### config.mk
export PLATFORM = sky130hd
export DESIGN_NAME = bsmr_readout
export DESIGN_NICKNAME = d
export VERILOG_FILES = /design/src/rtl/bsmr_word_src.v /design/src/rtl/bsmr_readout.v
export VERILOG_INCLUDE_DIRS = /design/src /design/src/pkg
export SDC_FILE = /design/constraint.sdc
export NUM_CORES = 1
export LEC_CHECK = 0
export BUFFER_PORTS_ARGS = -buffer_cell sky130_fd_sc_hd__buf_2
export CORE_UTILIZATION = 62
export CTS_CLUSTER_DIAMETER = 40
export CTS_CLUSTER_SIZE = 20
export DETAILED_ROUTE_END_ITERATION = 10
export PLACE_DENSITY = 0.91
export REMOVE_ABC_BUFFERS = 1
export SLEW_MARGIN = 20
export SYNTH_ARGS = -nofsm -noshare
export SYNTH_HDL_FRONTEND = slang
export SYNTH_SLANG_ARGS = --single-unit
### constraint.sdc
create_clock -name i_clk -period 3.7 [get_ports i_clk]
set_input_delay 0.555 -clock i_clk [delete_from_list [all_inputs] [get_ports i_clk]]
set_output_delay 0.555 -clock i_clk [all_outputs]
set_load 0.05 [all_outputs]
### src/pkg/bsmr_defines.vh
// Contract
// - block one from 0x7CFF, 0x7C registers
// - block two from 0x7D7B, 0x76 registers
// - block three from 0x7E53, 0x60 registers
// - byte count equals twice register count
// - registers sent high byte first, ascending
// - quality bits mark each status bit valid
// - status bit 0 shows open or closed
// - bit 1 trip, zero with motor operator
// - bit 2 set only on electrical fault trip
// - bit 3 spring charged, zero with motor
// - protocol address is register number minus one
// - bit 15 set makes other bits insignificant
`ifndef BSMR_DEFINES_VH
`define BSMR_DEFINES_VH
// ---------------------------------------------------------------
// register addresses
// ---------------------------------------------------------------
`define BSMR_ADDR_QUALITY 16'h7CFF
`define BSMR_ADDR_STATUS 16'h7D00
`define BSMR_REG_BASE_NUM 16'h7D00
// ---------------------------------------------------------------
// block reads of the standard dataset
// ---------------------------------------------------------------
`define BSMR_BLK1_ADDR 16'h7CFF
`define BSMR_BLK1_CNT 16'h007C
`define BSMR_BLK2_ADDR 16'h7D7B
`define BSMR_BLK2_CNT 16'h0076
`define BSMR_BLK3_ADDR 16'h7E53
`define BSMR_BLK3_CNT 16'h0060
`define BSMR_MAX_CNT 16'h007D
// ---------------------------------------------------------------
// status field positions
// ---------------------------------------------------------------
`define BSMR_BIT_OPEN_CLOSED 0
`define BSMR_BIT_TRIP 1
`define BSMR_BIT_FAULT_TRIP 2
`define BSMR_BIT_SPRING 3
`define BSMR_BIT_UNAVAIL 15
`define BSMR_STATUS_MASK 16'h800F
`define BSMR_RESET_WORD 16'h0000
`define BSMR_RESET_BYTE 8'h00
`endif

### src/rtl/bsmr_word_src.v
`timescale 1ns/100ps
`default_nettype none
`include "bsmr_defines.vh"
module bsmr_word_src (
    input wire i_clk,
    input wire i_rstn,
    input wire i_open_closed_contact,
    input wire i_trip_contact,
    input wire i_fault_trip_contact,
    input wire i_spring_charged_contact,
    input wire i_motor_operator,
    input wire i_data_unavail,
    input wire [3:0] i_contact_valid,
    output reg [15:0] o_status,
    output reg [15:0] o_quality
);
    // build status and quality words each cycle
    always @(posedge i_clk) begin
        if (!i_rstn) begin
            o_status <= `BSMR_RESET_WORD;
            o_quality <= `BSMR_RESET_WORD;
        end else begin
            o_status <= `BSMR_RESET_WORD;
            o_status[`BSMR_BIT_OPEN_CLOSED] <= i_open_closed_contact;
            o_status[`BSMR_BIT_TRIP] <= i_trip_contact & ~i_motor_operator;
            o_status[`BSMR_BIT_FAULT_TRIP] <= i_fault_trip_contact;
            o_status[`BSMR_BIT_SPRING] <= i_spring_charged_contact & ~i_motor_operator;
            o_status[`BSMR_BIT_UNAVAIL] <= i_data_unavail;
            o_quality <= {~i_data_unavail, 11'h000, i_contact_valid};
        end
    end
endmodule
`default_nettype wire

### src/rtl/bsmr_readout.v
`timescale 1ns/100ps
`default_nettype none
`include "bsmr_defines.vh"
module bsmr_readout (
    input wire i_clk,
    input wire i_rstn,
    input wire i_open_closed_contact,
    input wire i_trip_contact,
    input wire i_fault_trip_contact,
    input wire i_spring_charged_contact,
    input wire i_motor_operator,
    input wire i_data_unavail,
    input wire [3:0] i_contact_valid,
    input wire i_req_valid,
    input wire [15:0] i_req_addr,
    input wire [15:0] i_req_count,
    input wire i_byte_ready,
    output reg o_busy,
    output reg o_byte_valid,
    output reg [7:0] o_byte,
    output reg o_byte_last,
    output reg o_req_error
);
    // ---------------------------------------------------------------
    // state codes
    // ---------------------------------------------------------------
    localparam S_IDLE = 2'd0;
    localparam S_COUNT = 2'd1;
    localparam S_HI = 2'd2;
    localparam S_LO = 2'd3;

    wire [15:0] status_w;
    wire [15:0] quality_w;
    reg [1:0] state_q, state_d;
    reg [15:0] addr_q, addr_d;
    reg [15:0] left_q, left_d;
    reg [15:0] word_q, word_d;
    reg byte_valid_d, byte_last_d, busy_d, err_d;
    reg [7:0] byte_d;

    // ---------------------------------------------------------------
    // register word lookup
    // ---------------------------------------------------------------
    // maps protocol address to value, unmapped read as zero
    function [15:0] reg_value;
        input [15:0] addr;
        input [15:0] st;
        input [15:0] ql;
        begin
            if (addr == `BSMR_ADDR_QUALITY) begin
                reg_value = ql;
            end else if (addr == `BSMR_ADDR_STATUS) begin
                reg_value = st & `BSMR_STATUS_MASK;
            end else begin
                reg_value = `BSMR_RESET_WORD;
            end
        end
    endfunction

    bsmr_word_src u_src (
        .i_clk(i_clk),
        .i_rstn(i_rstn),
        .i_open_closed_contact(i_open_closed_contact),
        .i_trip_contact(i_trip_contact),
        .i_fault_trip_contact(i_fault_trip_contact),
        .i_spring_charged_contact(i_spring_charged_contact),
        .i_motor_operator(i_motor_operator),
        .i_data_unavail(i_data_unavail),
        .i_contact_valid(i_contact_valid),
        .o_status(status_w),
        .o_quality(quality_w)
    );

    // ---------------------------------------------------------------
    // response sequencer
    // ---------------------------------------------------------------
    // byte count, then each register high then low, ascending
    always @* begin
        state_d = state_q;
        addr_d = addr_q;
        left_d = left_q;
        word_d = word_q;
        byte_valid_d = o_byte_valid;
        byte_d = o_byte;
        byte_last_d = o_byte_last;
        busy_d = o_busy;
        err_d = 1'b0;
        case (state_q)
            S_IDLE: begin
                if (i_req_valid) begin
                    // request address is register number minus one
                    if (i_req_count == 16'h0000 || i_req_count > `BSMR_MAX_CNT) begin
                        err_d = 1'b1;
                    end else begin
                        addr_d = i_req_addr;
                        left_d = i_req_count;
                        busy_d = 1'b1;
                        byte_valid_d = 1'b1;
                        byte_d = {i_req_count[6:0], 1'b0};
                        byte_last_d = 1'b0;
                        state_d = S_COUNT;
                    end
                end
            end
            S_COUNT: begin
                if (i_byte_ready) begin
                    word_d = reg_value(addr_q, status_w, quality_w);
                    byte_d = word_d[15:8];
                    state_d = S_HI;
                end
            end
            S_HI: begin
                if (i_byte_ready) begin
                    byte_d = word_q[7:0];
                    byte_last_d = (left_q == 16'h0001);
                    state_d = S_LO;
                end
            end
            S_LO: begin
                if (i_byte_ready) begin
                    if (left_q == 16'h0001) begin
                        byte_valid_d = 1'b0;
                        byte_last_d = 1'b0;
                        busy_d = 1'b0;
                        state_d = S_IDLE;
                    end else begin
                        left_d = left_q - 16'h0001;
                        addr_d = addr_q + 16'h0001;
                        word_d = reg_value(addr_d, status_w, quality_w);
                        byte_d = word_d[15:8];
                        state_d = S_HI;
                    end
                end
            end
            default: begin
                state_d = S_IDLE;
            end
        endcase
    end

    // state and output registers
    always @(posedge i_clk) begin
        if (!i_rstn) begin
            state_q <= S_IDLE;
            addr_q <= `BSMR_RESET_WORD;
            left_q <= `BSMR_RESET_WORD;
            word_q <= `BSMR_RESET_WORD;
            o_busy <= 1'b0;
            o_byte_valid <= 1'b0;
            o_byte <= `BSMR_RESET_BYTE;
            o_byte_last <= 1'b0;
            o_req_error <= 1'b0;
        end else begin
            state_q <= state_d;
            addr_q <= addr_d;
            left_q <= left_d;
            word_q <= word_d;
            o_busy <= busy_d;
            o_byte_valid <= byte_valid_d;
            o_byte <= byte_d;
            o_byte_last <= byte_last_d;
            o_req_error <= err_d;
        end
    end
endmodule
`default_nettype wire

After elaboration in Yosys (flattened, before gate mapping)
Index checks and enable logic that the tools add are counted.
{ "op_classes": {"addsub": 2, "n_lt_le_gt_ge": 1, "eq_ne": 15, "n_mux": 42, "bitwise_logic": 4, "n_reduce_logical": 13} }
{ "ops": {"columns": ["op", "count"], "rows": [
  ["two-way mux 16 bit", 12],
  ["two-way mux 8 bit", 9],
  ["== test 16 x 15 -> 1 bit (second input constant)", 4],
  ["case mux 16 bit (2 select lines)", 2],
  ["case mux 8 bit (4 select lines)", 1],
  ["adder 16 x 1 -> 16 bit (second input constant)", 1],
  ["== test 16 x 1 -> 1 bit (second input constant)", 1],
  ["greater-than comparator 16 x 7 -> 1 bit (second input constant)", 1],
  ["zero test 16 bit", 1],
  ["case mux 8 bit (2 select lines)", 1],
  ["subtractor 16 x 1 -> 16 bit (second input constant)", 1],
  ["AND reduction 5 bit", 3],
  ["inequality test 2 bit (second input constant)", 7],
  ["two-way mux 2 bit", 6],
  ["AND reduction 6 bit", 2],
  ["two-way mux 1 bit", 8],
  ["case mux 2 bit (4 select lines)", 1],
  ["== test 2 bit (second input constant)", 2],
  ["AND reduction 4 bit", 1],
  ["nonzero test 2 bit", 2],
  ["case mux 1 bit (3 select lines)", 1],
  ["AND reduction 3 bit", 1],
  ["nonzero test 3 bit", 1],
  ["AND 1 bit", 2],
  ["5 further kinds", 6]
]} }
{ "word_totals": {"regBits": 74, "elab_cells": 88} }

Logic depth before layout (Yosys ltp)
{ "logic_depth": {"depth_word": 7, "ltp_mapped": 8, "depth_no_buf": 7} }

Hierarchy
From an unflattened synthesis, not the netlist that was laid out.
{ "hier_totals": {"hier_cells": 541, "area_unflattened_um2": 4013.8} }
{ "modules_own_cells": {"columns": ["mod", "n_inst", "cells_per_inst", "area_each_um2", "seq_area_each_um2"], "rows": [
  ["bsmr_readout", 1, 498, 3577.2, 1061.0],
  ["bsmr_word_src", 1, 43, 436.7, 200.2]
]} }

Least setup slack after synthesis
Ideal clock, no wire load.
{ "synth_timing": {"kind": "input -> register", "startpoint": "in i_req_count[9]", "endpoint": "reg o_byte[1]", "t_arrival_ns": 2.250, "t_required_ns": 3.572, "setup_slack_ns": 1.322, "stages": 6, "n_path_buf": 0, "path_cell_list": "or4_1 > nor3_1 > nand4_1 > a221oi_4 > mux2i_1 > nor2_1"} }
{ "synth_via": {"elab_chain_len": 4, "word_cells_on_any_way": 5, "classes_between": "1 x order compare; 1 x eq/ne; 3 x reduce/logical"} }
{ "synth_lines": {"columns": ["element", "line", "rtl"], "rows": [
  ["start: declaration", "bsmr_readout.v:16", "input wire [15:0] i_req_count,"],
  ["greater-than comparator 16 x 7 -> 1 bit (no source line) / zero test 16 bit (equally long branches)", null, null],
  ["logical OR 1 bit (no source line) (*)", null, null],
  ["inequality test 2 bit (no source line) (*)", null, null],
  ["AND reduction 6 bit (no source line) (*)", null, null],
  ["end signal: assignment", "bsmr_readout.v:150", "o_byte <= `BSMR_RESET_BYTE;"],
  ["end signal: assignment", "bsmr_readout.v:160", "o_byte <= byte_d;"],
  ["end: declaration", "bsmr_readout.v:20", "output reg [7:0] o_byte,"]
]} }
Mark *: on every way between the ends. The rest lies on a longest branch, timed or not.
A chain may end at the register's enable or synchronous reset.

Worst setup path in the final report
{ "layout_timing": {"startpoint": "reg left_q[6]", "endpoint": "reg left_q[3]"} }
{ "layout_via": {"elab_chain_len": 3} }
{ "layout_lines": {"columns": ["element", "line", "rtl"], "rows": [
  ["start: declaration", "bsmr_readout.v:36", "reg [15:0] left_q, left_d;"],
  ["start signal: assignment", "bsmr_readout.v:146", "left_q <= `BSMR_RESET_WORD;"],
  ["start signal: assignment", "bsmr_readout.v:156", "left_q <= left_d;"],
  ["== test 16 x 1 -> 1 bit", "bsmr_readout.v:121", "if (left_q == 16'h0001) begin"],
  ["inequality test 2 bit (no source line)", null, null],
  ["AND reduction 5 bit (no source line)", null, null]
]} }
Every way passes these cells.

==> summary.txt <==
Synth
  • Post-synth ARST share: 0%
  • Top FF cell, synth: dfxtp_1
  • YS warnings: 0
  • Post-synthesis cell area: 3690 um2
  • Main area contributors after synthesis: dfxtp_1 32%, nand2_1 7.0%, a21oi_1 6.6%
  • Register area share after synthesis: a little under a third
  • Mean Syn Cell Area: around 7.6 um2
  • Post-synth EDFFs: 0
  • Unique cell type count in the Yosys netlist: 66
  • Yosys top cell area share: about a third
  • Cell count after synthesis: 489
  • Area leader, netlist: dfxtp_1
  • Synth Register Bits: slightly below 60

Placed design
  • RD Place Congestion: 0.927
  • HPWL Detailed: about 6700 um
  • IO buf count: 57
  • Dpl ws: just over 700 ps

Clock network
  • Hold-fix buffers, CTS: 0
  • Setup bufs post-CTS: 0
  • Clock buffer count from CTS: 9
  • Clk slew on worst S/H paths: 70 ps
  • CTS tree: built
  • H-tree lvl count: 3
  • Maximum clock path buffer count: 2
  • Sink Count: 59
  • # resized after CTS: 0
  • CTS Root Cell: clkbuf_8
  • Clock Latency Late Sink: 350 ps

Cells and area
  • N_diodes: 0
  • Share of layout cells above drive strength 1: 17.8%
  • Final #Nets: around 580
  • Finished Core Util: 73.4%
  • Syn-to-layout area delta: 11.4%

Floorplan
  • Core Box Area: 5610 um2
  • Num rows: 27
  • Die Span Y: just under 80 um
  • IO Pins: 58
  • Initial Utilization: 65.9%
  • Die area: 6270 um2
  • DIE WIDTH: 79.2 um

Drt
  • Violation count after the first detailed-route iteration: 284
  • Antenna-violating nets left: 0
  • DR WL/cell: 16.3 um
  • WL final: 9800 um
  • DRC viols: 0
  • Vias per std cell: 6.50
  • Vias: 3909
  • DR pass1 iterations: 5

Global routing
  • GRT Total Usage: between 30% and 40%
  • Remaining global-route overflow: 0
  • First-pass GRT wire length: 16300 um
  • Vias in the first global route: 3671
  • Initial antenna violation count: 0
  • Largest net degree at the start of global routing: 75

Timing
  • Final period util: just under 80%
  • Worst slew pin tran: 871 ps
  • Worst slew margin: 41.8%
  • Setup_tns: 0 ps
  • Worst Skew: 9.13 ps
  • Slew Limit Fails: 0
  • # setup viols final: 0
  • Final WS setup: 840 ps
  • Fmax: 350 MHz
  • Final min period: around 2900 ps
  • Final Hold Fails: 0
  • RSZ-0062 raised after global routing: false

Worst hold path
  • Hold Crit Class: primary input to flop
  • Hold Path Stages: 2
  • Hold Path Origin: i_motor_operator
  • Worst Hold End: u_src.o_status[1]$_SDFF_PN0_

Power
  • Pwr dens: about 310 nW/um2
  • Peak VDD IR: 0.000209 V
  • LEAKAGE: 1.55 nW

Worst setup path
  • Data arrival, critical path: 3060 ps
  • Setup CP Type: flop to flop
  • CP Capture Type: flop
  • Flop2flop setup slack: 840 ps
  • CP required: ~3900 ps
  • Crit-path max FO: 32
  • Reg-to-reg startpoint: left_q[6]$_SDFFE_PN0P_
  • Reg2reg end: left_q[3]$_SDFFE_PN0P_
  • Worst r2r path cells: 6
  • Startpoint Class: flop

Outcome
  • Status: complete, no violations

Job
  • Max-cap violations: 0
worst max path at each step:
stage | start | to | slack [ps] | cells past startpoint
floorplan | i_req_count[9] | addr_q[0]$_SDFFE_PN0P_ | 890 | 6
global placement | i_req_count[9] | left_q[8]$_SDFFE_PN0P_ | 780 | 8
detailed placement | i_req_count[9] | left_q[8]$_SDFFE_PN0P_ | 720 | 8
CTS | left_q[6]$_SDFFE_PN0P_ | left_q[3]$_SDFFE_PN0P_ | 860 | 6
global route | left_q[6]$_SDFFE_PN0P_ | addr_q[2]$_SDFFE_PN0P_ | 680 | 6
finish | left_q[6]$_SDFFE_PN0P_ | left_q[3]$_SDFFE_PN0P_ | 840 | 6
layout by cell type, fill, tap and decap left out, drive strengths merged, types with 11 or more instances in the layout:
cell	n
nand4	11
nand3	15
nor2	47
nand2	69
nor3	13
dfxtp	59
mux2i	14
buf	62
and2	15
a21oi	50
o21ai	37
clkbuf	12
power breakdown:
| part | total, mW | leakage (nW) | switching, mW | internal [mW] |
|---|---|---|---|---|
| Combinational | 0.0769 | 0.987 | 0.0433 | 0.0335 |
| Sequential | 0.646 | 0.478 | 0.00422 | 0.642 |
| Clock | 0.540 | 0.0884 | 0.263 | 0.277 |
| Total | 1.26 | 1.55 | 0.311 | 0.952 |
stage by stage:
| stage | cells | hold slack [ps] | instance area [um2] | power [mW] |
|---|---|---|---|---|
| 2_1_floorplan | 451 | 450 | 3520 | 0.692 |
| 3_3_place_gp | 585 | 452 | 3940 | 0.731 |
| 3_5_place_dp | 585 | 461 | 3940 | 0.735 |
| 4_1_cts | 601 | 374 | 4120 | 1.26 |
| 5_1_grt | 601 | 387 | 4120 | 1.30 |
| 6_report | 601 | 386 | 4120 | 1.26 |
flip-flops by register name (all words and copies together) (netlist names):
| register | count |
|---|---|
| o_byte_last | 1 |
| o_byte | 8 |
| u_src.o_status | 5 |
| addr_q | 16 |
| left_q | 16 |
| word_q | 4 |
| state_q | 2 |
| u_src.o_quality | 5 |
| o_req_error | 1 |
| o_byte_valid | 1 |
worst max-delay path: stages, from the launching register on:
cell	delay [ps]
dfxtp_1	360
or4_1	640
or3_4	420
o211a_4	310
a21oi_4	670
or2_2	240
a21oi_1	70
cell type report:
cell class | instances | area (um2)
inverters | 10 | 37.5
well taps | 72 | 90.1
multi-input cells | 382 | 2300
fillers | 464 | 1490
clock buffers | 12 | 155
repair buffers | 62 | 323
clock inverters | 4 | 25.0
flip-flops and latches | 59 | 1180
cells by family after synthesis:
family	Yosys count	synth area share [%]
and+or+nand+nor	211	28.4
AOI/OAI and AO/OA	148	27.3
DFF	59	32.0
buffers and inverters	48	5.72
muxes	14	3.79
adders and majority gates	6	2.03
xor gates and xnor gates	3	0.712
routing by layer:
metal  global-route usage (%)  share of wire, %  up-vias  wire (um)
met4                     17.1               3.1        0        307
li1                         -                 -     1856          -
met5                        0                 0        -          0
met3                     4.37               6.5       37        634
met1                     39.4                40     1825       3950
met2                     57.0                50      191       4910
cell usage after synthesis (7+ instances only):
master    instances
a21oi_1          49
and2_1           14
clkbuf_1         25
dfxtp_1          59
inv_1            10
mux2i_1          14
nand2_1          69
nand3_1          15
nand4_1          11
nor2_1           47
nor3_1           13
o21ai_0          10
o21ai_1          27
o31ai_1           9
or3_1             7
(Power assumes the default switching activity.)
